==> src/core/home_pkg.sv <==
package home_pkg;
  // widths of the position, speed, time, table and code paths
  localparam int POS_W = 32;
  localparam int SPD_W = 16;
  localparam int TIME_W = 16;
  localparam int TABLE_W = 8;
  localparam int CODE_W = 8;
  // parameter encodings
  localparam logic [3:0] METHOD_DOG_CRADLE = 4'ha;
  localparam logic HOME_DIR_FWD = 1'b0;
  localparam logic DISPLAY_ROLL_FEED = 1'b1;
  localparam logic SYSTEM_INCREMENTAL = 1'b0;
  localparam logic SYSTEM_ABSOLUTE = 1'b1;
  localparam logic [CODE_W-1:0] ALARM_NONE = 8'h00;
  localparam logic [CODE_W-1:0] ALARM_NO_DOG = 8'h90;
  localparam logic [TABLE_W-1:0] TABLE_NONE = 8'h00;
  // clock and start lead time
  localparam int CLK_HZ = 20_000_000;
  localparam int START_LEAD_US = 10;
  localparam int START_LEAD_CYC = (START_LEAD_US * (CLK_HZ / 1_000_000) < 1) ? 1 :
    START_LEAD_US * (CLK_HZ / 1_000_000);
  localparam int LEAD_W = 16;
  // wishbone byte offsets of the controller registers
  localparam logic [3:0] OFS_CTRL = 4'h0;
  localparam logic [3:0] OFS_CFG = 4'h4;
  localparam logic [3:0] OFS_STATUS = 4'h8;
  // control register fields
  localparam int CTRL_AUTO_MAN = 0;
  localparam int CTRL_TABLE_LO = 1;
  localparam int CTRL_SRC = 9;
  localparam int CTRL_FWD_START = 10;
  localparam int CTRL_REV_START = 11;
  // configuration register fields
  localparam int CFG_METHOD_LO = 0;
  localparam int CFG_DIR = 4;
  localparam int CFG_DISPLAY = 5;
  localparam int CFG_SYSTEM = 6;
  // status register fields
  localparam int ST_HOME_EST = 0;
  localparam int ST_BUSY = 1;
  localparam int ST_ALARM = 2;
  localparam int ST_REFUSED = 3;
  localparam int ST_CODE_LO = 8;
endpackage

==> src/core/station_link_if.sv <==
`timescale 1ns/1ns
interface station_link_if;
  import home_pkg::*;
  // master to driver: remote input bits and parameters
  logic auto_manual_select;
  logic [TABLE_W-1:0] table_select;
  logic pos_speed_source_select;
  logic forward_rotation_start;
  logic reverse_rotation_start;
  logic [3:0] home_method_param;
  logic home_direction_param;
  logic display_select_param;
  logic position_system_param;
  // driver to master: status bits
  logic home_established;
  logic busy;
  logic alarm;
  logic [CODE_W-1:0] alarm_code;
  logic refused;
  modport dev (
    input auto_manual_select, table_select, pos_speed_source_select,
    input forward_rotation_start, reverse_rotation_start,
    input home_method_param, home_direction_param, display_select_param, position_system_param,
    output home_established, busy, alarm, alarm_code, refused
  );
  modport host (
    output auto_manual_select, table_select, pos_speed_source_select,
    output forward_rotation_start, reverse_rotation_start,
    output home_method_param, home_direction_param, display_select_param, position_system_param,
    input home_established, busy, alarm, alarm_code, refused
  );
endinterface

==> src/core/sync2.sv <==
`timescale 1ns/1ns
module sync2 #(
  parameter int W = 1
) (
  input wire logic clk_i,
  input wire logic rst_i,
  input wire logic [W-1:0] d_i,
  output logic [W-1:0] q_o
);
  logic [W-1:0] meta_r;
  // two stages; only the second stage is read outside
  always_ff @(posedge clk_i)
  begin
    if (rst_i)
    begin
      meta_r <= '0;
      q_o <= '0;
    end
    else
    begin
      meta_r <= d_i;
      q_o <= meta_r;
    end
  end
endmodule

==> src/core/home_return_sequencer.sv <==
// Our own choices: register access over Wishbone and the address map.
`timescale 1ns/1ns
module home_return_sequencer
  import home_pkg::*;
(
  input wire logic clk_i,
  input wire logic rst_i,
  station_link_if.dev link,
  input wire logic dog_i,
  input wire logic fwd_end_i,
  input wire logic rev_end_i,
  input wire logic zphase_i,
  input wire logic step_i,
  input wire logic step_dir_i,
  input wire logic [SPD_W-1:0] home_speed_i,
  input wire logic [SPD_W-1:0] creep_speed_i,
  input wire logic [POS_W-1:0] home_shift_i,
  input wire logic [POS_W-1:0] home_pos_value_i,
  input wire logic [TIME_W-1:0] pt1_accel_i,
  input wire logic [TIME_W-1:0] pt1_decel_i,
  input wire logic signed [POS_W-1:0] pos_min_i,
  input wire logic signed [POS_W-1:0] pos_max_i,
  input wire logic soft_limit_en_i,
  output logic move_o,
  output logic dir_o,
  output logic [SPD_W-1:0] speed_o,
  output logic [TIME_W-1:0] accel_o,
  output logic [TIME_W-1:0] decel_o,
  output logic soft_limit_en_o,
  output logic [POS_W-1:0] cur_pos_o,
  output logic [POS_W-1:0] disp_cur_pos_o,
  output logic [POS_W-1:0] disp_cmd_pos_o
);
  typedef enum logic [3:0] {
    S_IDLE, S_BACKOFF, S_SEEK, S_RETREAT, S_RETREAT_PAST, S_HALT, S_CREEP, S_SHIFT, S_AUTO, S_ALARM
  } state_t;

  state_t state_r, state_nxt;
  logic dog_s, fwd_end_s, rev_end_s, z_s, z_d_r;
  logic fwd_start_d_r, rev_start_d_r;
  logic mode_ok, fwd_rise, rev_rise, start_home, start_auto, auto_in_range;
  logic home_fwd, home_end, away_end, z_rise, finish, auto_at_home;
  logic home_est_r, alarm_r, refused_r, done_nxt;
  logic [CODE_W-1:0] alarm_code_r;
  logic [POS_W-1:0] shift_cnt_r;
  logic [POS_W-1:0] step_delta;

  // pins from the machine are asynchronous to clk_i
  sync2 #(.W(4)) pin_sync (
    .clk_i(clk_i),
    .rst_i(rst_i),
    .d_i({dog_i, fwd_end_i, rev_end_i, zphase_i}),
    .q_o({dog_s, fwd_end_s, rev_end_s, z_s})
  );

  // start edges and mode qualification
  assign mode_ok = link.auto_manual_select && (link.table_select == TABLE_NONE);
  assign fwd_rise = link.forward_rotation_start && !fwd_start_d_r;
  assign rev_rise = link.reverse_rotation_start && !rev_start_d_r;
  assign start_home = fwd_rise && mode_ok && (link.home_method_param == METHOD_DOG_CRADLE);
  assign auto_in_range = ($signed(cur_pos_o) >= pos_min_i) && ($signed(cur_pos_o) <= pos_max_i);
  assign start_auto = rev_rise && mode_ok && home_est_r;
  assign home_fwd = (link.home_direction_param == HOME_DIR_FWD);
  assign home_end = home_fwd ? fwd_end_s : rev_end_s;
  assign away_end = home_fwd ? rev_end_s : fwd_end_s;
  assign z_rise = z_s && !z_d_r;
  assign auto_at_home = (cur_pos_o == home_pos_value_i);
  assign step_delta = step_dir_i ? {{(POS_W-1){1'b0}}, 1'b1} : {POS_W{1'b1}};

  always_ff @(posedge clk_i)
  begin
    if (rst_i)
    begin
      fwd_start_d_r <= 1'b0;
      rev_start_d_r <= 1'b0;
      z_d_r <= 1'b0;
    end
    else
    begin
      fwd_start_d_r <= link.forward_rotation_start;
      rev_start_d_r <= link.reverse_rotation_start;
      z_d_r <= z_s;
    end
  end

  // sequencing of the return; a new start is only taken from idle or alarm
  always_comb
  begin
    state_nxt = state_r;
    done_nxt = 1'b0;
    case (state_r)
      S_IDLE, S_ALARM:
      begin
        if (start_home)
          state_nxt = dog_s ? S_BACKOFF : S_SEEK;
        else if (start_auto && auto_in_range && !auto_at_home)
          state_nxt = S_AUTO;
      end
      S_BACKOFF:
        if (!dog_s)
          state_nxt = S_SEEK;
      S_SEEK:
      begin
        if (dog_s)
          state_nxt = S_CREEP;
        else if (home_end)
          state_nxt = S_RETREAT;
      end
      S_RETREAT:
      begin
        if (dog_s)
          state_nxt = S_RETREAT_PAST;
        else if (away_end)
          state_nxt = S_ALARM;
      end
      S_RETREAT_PAST:
        if (!dog_s)
          state_nxt = S_HALT;
      S_HALT:
        state_nxt = S_SEEK;
      S_CREEP:
        if (z_rise)
        begin
          state_nxt = (home_shift_i == '0) ? S_IDLE : S_SHIFT;
          done_nxt = (home_shift_i == '0);
        end
      S_SHIFT:
        if (step_i && (shift_cnt_r + 1'b1 >= home_shift_i))
        begin
          state_nxt = S_IDLE;
          done_nxt = 1'b1;
        end
      S_AUTO:
        if (auto_at_home)
          state_nxt = S_IDLE;
      default:
        state_nxt = S_IDLE;
    endcase
  end

  assign finish = done_nxt;

  always_ff @(posedge clk_i)
  begin
    if (rst_i)
      state_r <= S_IDLE;
    else
      state_r <= state_nxt;
  end

  // steps travelled since the Z-phase pulse
  always_ff @(posedge clk_i)
  begin
    if (rst_i || state_r != S_SHIFT)
      shift_cnt_r <= '0;
    else if (step_i)
      shift_cnt_r <= shift_cnt_r + 1'b1;
  end

  // motion command registered from the next state so outputs come from flops
  always_ff @(posedge clk_i)
  begin
    if (rst_i)
    begin
      move_o <= 1'b0;
      dir_o <= 1'b0;
      speed_o <= '0;
      accel_o <= '0;
      decel_o <= '0;
    end
    else
    begin
      accel_o <= pt1_accel_i;
      decel_o <= pt1_decel_i;
      case (state_nxt)
        S_BACKOFF, S_RETREAT, S_RETREAT_PAST:
        begin
          move_o <= 1'b1;
          dir_o <= !home_fwd;
          speed_o <= home_speed_i;
        end
        S_SEEK:
        begin
          move_o <= 1'b1;
          dir_o <= home_fwd;
          speed_o <= home_speed_i;
        end
        S_CREEP, S_SHIFT:
        begin
          move_o <= 1'b1;
          dir_o <= home_fwd;
          speed_o <= creep_speed_i;
        end
        S_AUTO:
        begin
          move_o <= 1'b1;
          dir_o <= ($signed(home_pos_value_i) > $signed(cur_pos_o));
          speed_o <= home_speed_i;
        end
        default:
        begin
          move_o <= 1'b0;
          dir_o <= dir_o;
          speed_o <= '0;
        end
      endcase
    end
  end

  // software stroke limit is bypassed while any homing sequence runs
  always_ff @(posedge clk_i)
  begin
    if (rst_i)
      soft_limit_en_o <= 1'b0;
    else
      soft_limit_en_o <= soft_limit_en_i && (state_nxt == S_IDLE || state_nxt == S_ALARM);
  end

  // position tracking; completion overrides a step in the same cycle
  always_ff @(posedge clk_i)
  begin
    if (rst_i)
      cur_pos_o <= '0;
    else if (finish)
      cur_pos_o <= home_pos_value_i;
    else if (step_i)
      cur_pos_o <= cur_pos_o + step_delta;
  end

  // roll feed display restarts from zero at each accepted start
  always_ff @(posedge clk_i)
  begin
    if (rst_i)
    begin
      disp_cur_pos_o <= '0;
      disp_cmd_pos_o <= '0;
    end
    else if (link.display_select_param == DISPLAY_ROLL_FEED)
    begin
      if (start_home || start_auto)
      begin
        disp_cur_pos_o <= '0;
        disp_cmd_pos_o <= '0;
      end
      else if (step_i)
      begin
        disp_cur_pos_o <= disp_cur_pos_o + step_delta;
        disp_cmd_pos_o <= disp_cmd_pos_o + step_delta;
      end
    end
    else
    begin
      disp_cur_pos_o <= finish ? home_pos_value_i : (step_i ? cur_pos_o + step_delta : cur_pos_o);
      disp_cmd_pos_o <= finish ? home_pos_value_i : (step_i ? cur_pos_o + step_delta : cur_pos_o);
    end
  end

  // home established: by completion, or at once in an absolute system
  always_ff @(posedge clk_i)
  begin
    if (rst_i)
      home_est_r <= 1'b0;
    else if (finish || link.position_system_param == SYSTEM_ABSOLUTE)
      home_est_r <= 1'b1;
  end

  // alarm holds until the next qualified home start, whether or not the sequencer is free to take it
  always_ff @(posedge clk_i)
  begin
    if (rst_i)
    begin
      alarm_r <= 1'b0;
      alarm_code_r <= ALARM_NONE;
    end
    else if (state_nxt == S_ALARM && state_r != S_ALARM)
    begin
      alarm_r <= 1'b1;
      alarm_code_r <= ALARM_NO_DOG;
    end
    else if (start_home)
    begin
      alarm_r <= 1'b0;
      alarm_code_r <= ALARM_NONE;
    end
  end

  // one-cycle pulse when an auto homing start is refused
  always_ff @(posedge clk_i)
  begin
    if (rst_i)
      refused_r <= 1'b0;
    else
      refused_r <= rev_rise && mode_ok && (!home_est_r || !auto_in_range);
  end

  assign link.home_established = home_est_r;
  assign link.busy = (state_r != S_IDLE) && (state_r != S_ALARM);
  assign link.alarm = alarm_r;
  assign link.alarm_code = alarm_code_r;
  assign link.refused = refused_r;
endmodule

==> src/flat_wrapper.sv <==
// flat-port wrapper written by rule: the top's interface ports become plain ports
module home_return_sequencer_flat import home_pkg::*;
  (clk_i, rst_i, dog_i, fwd_end_i, rev_end_i, zphase_i, step_i, step_dir_i, home_speed_i, creep_speed_i, home_shift_i, home_pos_value_i, pt1_accel_i, pt1_decel_i, pos_min_i, pos_max_i, soft_limit_en_i, move_o, dir_o, speed_o, accel_o, decel_o, soft_limit_en_o, cur_pos_o, disp_cur_pos_o, disp_cmd_pos_o, link_auto_manual_select, link_table_select, link_pos_speed_source_select, link_forward_rotation_start, link_reverse_rotation_start, link_home_method_param, link_home_direction_param, link_display_select_param, link_position_system_param, link_home_established, link_busy, link_alarm, link_alarm_code, link_refused);
  station_link_if link_i ();
  input wire logic clk_i;
  input wire logic rst_i;
  input wire logic dog_i;
  input wire logic fwd_end_i;
  input wire logic rev_end_i;
  input wire logic zphase_i;
  input wire logic step_i;
  input wire logic step_dir_i;
  input wire logic [SPD_W-1:0] home_speed_i;
  input wire logic [SPD_W-1:0] creep_speed_i;
  input wire logic [POS_W-1:0] home_shift_i;
  input wire logic [POS_W-1:0] home_pos_value_i;
  input wire logic [TIME_W-1:0] pt1_accel_i;
  input wire logic [TIME_W-1:0] pt1_decel_i;
  input wire logic signed [POS_W-1:0] pos_min_i;
  input wire logic signed [POS_W-1:0] pos_max_i;
  input wire logic soft_limit_en_i;
  output logic move_o;
  output logic dir_o;
  output logic [SPD_W-1:0] speed_o;
  output logic [TIME_W-1:0] accel_o;
  output logic [TIME_W-1:0] decel_o;
  output logic soft_limit_en_o;
  output logic [POS_W-1:0] cur_pos_o;
  output logic [POS_W-1:0] disp_cur_pos_o;
  output logic [POS_W-1:0] disp_cmd_pos_o;
  input wire logic [$bits(link_i.auto_manual_select)-1:0] link_auto_manual_select;
  input wire logic [$bits(link_i.table_select)-1:0] link_table_select;
  input wire logic [$bits(link_i.pos_speed_source_select)-1:0] link_pos_speed_source_select;
  input wire logic [$bits(link_i.forward_rotation_start)-1:0] link_forward_rotation_start;
  input wire logic [$bits(link_i.reverse_rotation_start)-1:0] link_reverse_rotation_start;
  input wire logic [$bits(link_i.home_method_param)-1:0] link_home_method_param;
  input wire logic [$bits(link_i.home_direction_param)-1:0] link_home_direction_param;
  input wire logic [$bits(link_i.display_select_param)-1:0] link_display_select_param;
  input wire logic [$bits(link_i.position_system_param)-1:0] link_position_system_param;
  output wire logic [$bits(link_i.home_established)-1:0] link_home_established;
  output wire logic [$bits(link_i.busy)-1:0] link_busy;
  output wire logic [$bits(link_i.alarm)-1:0] link_alarm;
  output wire logic [$bits(link_i.alarm_code)-1:0] link_alarm_code;
  output wire logic [$bits(link_i.refused)-1:0] link_refused;
  assign link_i.auto_manual_select = link_auto_manual_select;
  assign link_i.table_select = link_table_select;
  assign link_i.pos_speed_source_select = link_pos_speed_source_select;
  assign link_i.forward_rotation_start = link_forward_rotation_start;
  assign link_i.reverse_rotation_start = link_reverse_rotation_start;
  assign link_i.home_method_param = link_home_method_param;
  assign link_i.home_direction_param = link_home_direction_param;
  assign link_i.display_select_param = link_display_select_param;
  assign link_i.position_system_param = link_position_system_param;
  assign link_home_established = link_i.home_established;
  assign link_busy = link_i.busy;
  assign link_alarm = link_i.alarm;
  assign link_alarm_code = link_i.alarm_code;
  assign link_refused = link_i.refused;
  home_return_sequencer u_core (.clk_i(clk_i), .rst_i(rst_i), .link(link_i), .dog_i(dog_i), .fwd_end_i(fwd_end_i), .rev_end_i(rev_end_i), .zphase_i(zphase_i), .step_i(step_i), .step_dir_i(step_dir_i), .home_speed_i(home_speed_i), .creep_speed_i(creep_speed_i), .home_shift_i(home_shift_i), .home_pos_value_i(home_pos_value_i), .pt1_accel_i(pt1_accel_i), .pt1_decel_i(pt1_decel_i), .pos_min_i(pos_min_i), .pos_max_i(pos_max_i), .soft_limit_en_i(soft_limit_en_i), .move_o(move_o), .dir_o(dir_o), .speed_o(speed_o), .accel_o(accel_o), .decel_o(decel_o), .soft_limit_en_o(soft_limit_en_o), .cur_pos_o(cur_pos_o), .disp_cur_pos_o(disp_cur_pos_o), .disp_cmd_pos_o(disp_cmd_pos_o));
endmodule
==> config.mk <==
export PLATFORM = sky130hd
export DESIGN_NAME = home_return_sequencer_flat
export DESIGN_NICKNAME = d
export VERILOG_FILES = /design/src/core/home_pkg.sv /design/src/core/station_link_if.sv /design/src/core/sync2.sv /design/src/core/home_return_sequencer.sv /design/src/flat_wrapper.sv
export SDC_FILE = /design/constraint.sdc
export NUM_CORES = 1
export LEC_CHECK = 0
export ABC_AREA = 1
export BUFFER_PORTS_ARGS = -buffer_cell sky130_fd_sc_hd__buf_4
export CAP_MARGIN = 20
export CORE_MARGIN = 2
export CORE_UTILIZATION = 35
export DETAILED_ROUTE_END_ITERATION = 16
export HOLD_SLACK_MARGIN = 0.1
export REMOVE_ABC_BUFFERS = 1
export SYNTH_ARGS = -nofsm -noshare
export SYNTH_HDL_FRONTEND = slang
export SYNTH_HIERARCHICAL = 1
export SYNTH_SLANG_ARGS = --single-unit
==> constraint.sdc <==
create_clock -name clk_i -period 7 [get_ports clk_i]
set_input_delay 0.7 -clock clk_i [delete_from_list [all_inputs] [get_ports clk_i]]
set_output_delay 0.7 -clock clk_i [all_outputs]
set_load 0.01 [all_outputs]
-- After elaboration in Yosys (flattened, before gate mapping)
Cells that the tools add are included.
- flip-flop bits (word level): 199
- input bits: 220
- logic and storage cells: 126
- $add $sub $neg: 4
- order comparisons: 4
- equality and inequality tests: 22
- mux-type cells: 35
- bitwise logic cells: 1
- reduce and logical (&&, ||, !) cells: 40
- operators by type and width (operator ; count):
    32-bit two-way mux ; 9
    32-bit adder ; 3
    32-bit greater-or-equal comparator ; 2
    4-bit two-way mux ; 11
    4-bit one-hot mux with 9 select lines ; 1
    32-bit by 1-bit adder with 32-bit output (second input constant) ; 1
    32-bit equality test ; 1
    32-bit > comparator ; 1
    32-bit <= comparator ; 1
    32-bit logical NOT ; 1
    16-bit one-hot mux with 2 select lines ; 1
    4-bit by 3-bit equality test with 1-bit output (second input constant) ; 7
    4-bit equality test (second input constant) ; 5
    4-bit by 2-bit equality test with 1-bit output (second input constant) ; 4
    1-bit logical AND ; 16
    8-bit two-way mux ; 2
    4-bit by 1-bit equality test with 1-bit output (second input constant) ; 2
    4-bit logical NOT ; 2
    8-bit logical NOT ; 1
    1-bit two-way mux ; 7
    7-bit OR reduction ; 1
    1-bit logical NOT ; 6
    3-bit OR reduction ; 2
    1-bit logical OR ; 5
    13 further kinds ; 14

-- Logic depth before layout (Yosys ltp)
- depth in word-level cells: 12
- depth in mapped cells: 36

-- By module
Netlist, hierarchy kept.
- modules (own cells, without submodules) (module ; instances ; cells each ; area each (um2)):
    home_return_sequencer ; 1 ; 2485 ; 16448.3
    sync2 ; 1 ; 25 ; 231.5

-- Worst setup path before layout
No wires, ideal clock.
- path kind: input to register
- from: input step_dir_i
- to: register u_core.disp_cur_pos_o[25]
- setup time: 116 ps
- arrival time: 4508 ps
- path slack: 2376 ps
- stages: 17
- path buffers: 0
- cells stage by stage: inv_1 > ha_1 > a21oi_1 > nand2_1 > a21oi_1 > o21ai_0 > a21boi_0 > o21ai_0 > nand2_1 > nand2_1 > xor2_1 > o21ai_0 > nand2_1 > nand2_1 > nand3_1 > o211ai_1 > inv_1
- longest elaborated chain between the ends: 5
- elaborated cells between the ends (all ways): 8
- RTL lines (what ; line ; RTL):
    start, declared ; flat_wrapper.sv:12 ; input wire logic step_dir_i;
    32-bit two-way mux (*) ; home_return_sequencer.sv:68 ; assign step_delta = step_dir_i ? {{(POS_W-1){1'b0}}, 1'b1} : {POS_W{1'b1}};
    32-bit adder, on equally long branches ; home_return_sequencer.sv:253, home_return_sequencer.sv:247 ;
    32-bit two-way mux, on equally long branches ; home_return_sequencer.sv:253, home_return_sequencer.sv:245 ;
    32-bit two-way mux, on equally long branches ; home_return_sequencer.sv:253, home_return_sequencer.sv:240 ;
    32-bit two-way mux (*) ; home_return_sequencer.sv:238 ; else if (link.display_select_param == DISPLAY_ROLL_FEED)
    end signal, assigned ; home_return_sequencer.sv:247 ; disp_cur_pos_o <= disp_cur_pos_o + step_delta;
    end signal, assigned ; home_return_sequencer.sv:253 ; disp_cur_pos_o <= finish ? home_pos_value_i : (step_i ? cur_pos_o + step_delta : cur_pos_o);
    end, declared ; home_return_sequencer.sv:31 ; output logic [POS_W-1:0] disp_cur_pos_o,
Mark *: on every way between the ends. The rest lies on a longest branch, timed or not. The select of a mux whose other input is x is not followed.
A chain may end at the register's enable or synchronous reset.

-- Worst setup path in the final report
- from: register u_core.shift_cnt_r[0]
- to: register u_core.disp_cmd_pos_o[12]
- longest elaborated chain between the ends: 7
- RTL lines (what ; line ; RTL):
    start, declared ; home_return_sequencer.sv:45 ; logic [POS_W-1:0] shift_cnt_r;
    start signal, assigned ; home_return_sequencer.sv:157 ; shift_cnt_r <= shift_cnt_r + 1'b1;
    32-bit by 1-bit adder with 32-bit output ; home_return_sequencer.sv:128 ; if (step_i && (shift_cnt_r + 1'b1 >= home_shift_i))
    32-bit greater-or-equal comparator ; home_return_sequencer.sv:128 ;
    1-bit logical AND ; home_return_sequencer.sv:128 ;
    1-bit two-way mux ; home_return_sequencer.sv:128 ;
    1-bit one-hot mux with 2 select lines ; home_return_sequencer.sv:91 ; case (state_r)
    32-bit two-way mux ; home_return_sequencer.sv:254 ; disp_cmd_pos_o <= finish ? home_pos_value_i : (step_i ? cur_pos_o + step_delta : cur_pos_o);
    32-bit two-way mux ; home_return_sequencer.sv:238 ;
    end signal, assigned ; home_return_sequencer.sv:248 ; disp_cmd_pos_o <= disp_cmd_pos_o + step_delta;
    end signal, assigned ; home_return_sequencer.sv:254 ;
    end, declared ; home_return_sequencer.sv:32 ; output logic [POS_W-1:0] disp_cmd_pos_o
Every way passes these cells.

==> reports/metrics.cfg <==
[logic_synthesis]
synth_top_family_by_area=simple AND/OR/NAND/NOR gates
synth_area_leaders=dfxtp_1 24%, ha_1 16%, inv_1 9.5%, nand2_1 9.2%, a21oi_1 8.5%
yosys.area_share.xor_xnor_pct=2.57
synth_top_cell_by_area=dfxtp_1
yosys_warnings=6
muxShareOfSynthArea_pct=0
avgSynthCellArea_sq_um=6.65
ys_async_sr_fraction_pct=0
ys_seq_elements=197
netlist_instances=2510
synth_simple_gate_area_share_pct=23.2
synth.top_cell.area_share_pct=23.6
synthFlopType=dfxtp_1
synth_compound_area_share_pct=22.1
synth_edf_count=0
ys_types=55
synthAdderAreaFrac_pct=16.8
netlist_area_sq_um=16700
ys_seq_area_share_pct=23.6

[power_and_ir_drop]
p_per_area_nw_per_um2=200
peakVddDrop_mv=0.195
leakage_nw=10.7

[sta]
fin_tns_setup_ps=0
max_slew.worst_pin.slew_ps=994
slew-limit-headroom_pct=33.5
drv_slew=0
setup_viol=0
final.min_clock_period_ps=5460
hold_violations=0
grt_setup_unrepaired=no
fmax_mhz=183
post-route-period-util_pct=78.0
clock-skew-final_ps=14.7

[final_layout]
final_cell_mix=420 x inv_1, 409 x nand2_1, 380 x buf_4
drive_gt1_share_pct=16.9
fin_cells=3465
ff_latch_area_sq_um=3940
nNetsFinal=3283
syn_to_final_growth_pct=23.3
final_common_cell=inv_1
fillCellCount=4860
multi_input_area_sq_um=10800

[floorplan]
die-area_sq_um=49400
core_area_sq_um=46800
ios=379
rows=79
initial_utilization_pct=35.7
die_x_um=222
dieHeight_um=222

[detailed_routing]
wl_per_cell_um=16.6
drc=0
drt_pre_antenna_iters=7
ant_nets=0
via_per_inst=5.13
drtIter0Drc=1135
routed_wl_um=57600
vias=17800

[worst_setup_path]
cpPeakStageDelay_ps=450
criticalPathCategory=flop to flop
crit_start=u_core/shift_cnt_r[0]
worst_path_dominant_cell_family=simple AND/OR/NAND/NOR gates
r2r-start=u_core/shift_cnt_r[0]
path_buf_inv=5
cp.required_ps=7400
end_kind=flop
crit_fanout=47
cp.arrival_ps=5850
crit_cells=30
worst_setup_path_start_kind=flop
crit_slowest_cell=buf_4
reg2reg_depth=30

[clocking]
cts_tree=built
clk_pin_slew_ps=80
cts_setup_buffers=0
cts_root_buf=clkbuf_16
numCtsBuffers=17
cts_resized=0
postCtsHoldBufs=0
cts_sinks=197
htree_levels=4
cts_buffer_depth=2
clk_latency_ps=500

[min_path]
hp-class=input pin to flop
hold_start=dog_i
hold_depth=3

[placed_design]
place_congestion=0.869
hpwl_um=46600
place_inst=3429
portBuffers=371

[global_routing]
grt_pass1_wl_um=88700
grt_overflow=0
grt_pass1_vias=16800
grt_max_degree=78
antenna_found_initial=4
grt_use_total_pct=23.0

[run_status]
outcome=completed

[run]
max_cap_viol_count=0

==> kinds of logic after synthesis <==
| logic type | after synthesis |
|---|---|
| buffers and inverters | 496 |
| adders and majority gates | 222 |
| DFF | 197 |
| other | 1 |
| and+or+nand+nor | 872 |
| AOI/OAI and AO/OA | 673 |
| xor gates and xnor gates | 49 |
==> path summary, 6_finish.rpt <==
kind / endpoint / slack (ps)
min: u_core/pin_sync/meta_r[3] / 390
max reg2reg: u_core/disp_cmd_pos_o[12] / 1540
max: u_core/disp_cmd_pos_o[12] / 1540
min reg2reg: u_core/pin_sync/q_o[0] / 410
==> Yosys cell counts (4+ instances only) <==
cell type and count:
a21oi_1 284, nand3_2 7, dfxtp_1 197, o21a_1 12
nor2_4 7, a21o_1 13, o21ai_1 10, o221ai_1 5
ha_1 219, nand2_1 409, a221oi_1 6, o21ai_0 230
or2_1 4, nor4_1 12, buf_2 8, inv_1 421
clkbuf_1 49, nand3_1 81, o211ai_1 31, buf_4 9
nand4_1 32, buf_6 5, xor2_1 35, nand2_2 6
o21bai_1 6, xnor2_1 14, a31oi_1 58, nor2_1 231
nand3b_1 6, nor3_1 26, or2_2 35, nor2_2 4
==> state kept, by name, summed over array words and instances (netlist names) <==
register	cells
u_core/cur_pos_o	32
u_core/disp_cmd_pos_o	32
u_core/disp_cur_pos_o	32
u_core/shift_cnt_r	32
u_core/accel_o	16
u_core/decel_o	16
u_core/speed_o	16
u_core/pin_sync/meta_r	4
u_core/pin_sync/q_o	4
u_core/state_r	4
u_core/dir_o	1
u_core/fwd_start_d_r	1
u_core/link.alarm_code	1
u_core/link.home_established	1
u_core/link.refused	1
u_core/move_o	1
u_core/rev_start_d_r	1
u_core/soft_limit_en_o	1
u_core/z_d_r	1
==> where the power goes <==
part | internal (mW) | switching (mW) | total (mW)
Combinational | 0.690 | 1.01 | 1.70
Clock | 0.533 | 0.509 | 1.04
Sequential | 1.24 | 0.130 | 1.37
Total | 2.46 | 1.65 | 4.12
==> worst register-to-register path, delay by kind of cell, from the launching register on <==
kind | cells | cell delay [ps]
flip-flops | 1 | 400
buffers and inverters | 5 | 880
adder cells (fa/ha/maj) | 1 | 310
AND/OR/NAND/NOR | 17 | 2710
AO/OA/AOI/OAI | 6 | 870
XOR/XNOR | 1 | 180
==> layout make-up <==
cell class	instances	area share, %
clock buffer	17	2.07
clock inverter	15	0.840
sequential	197	19.2
inverter	423	7.72
multi-input combinational	1822	52.6
tap	607	3.69
antenna	4	0.0487
timing repair buffer	380	13.9
==> per-stage QoR <==
stage	total power [mW]	instance area [sq um]	utilization (%)	setup slack, ps	hold slack, ps
floorplan	2.42	16300	-	2290	388
global placement	3.05	20000	42.7	1720	393
detailed placement	3.09	20000	42.7	1710	397
CTS	4.15	20600	44.0	1680	354
global route	4.42	20600	44.0	1030	366
finish	4.12	20600	44.0	1540	394
==> metal layers <==
layer  up-vias  GRT usage, %  wire [um]
met1      8073          28.0      25000
met4         0          8.89       1540
li1       9067             -          -
met2       544          39.6      27700
met5         -             0          0
met3        78          4.60       3360
(Power assumes the default switching activity.)
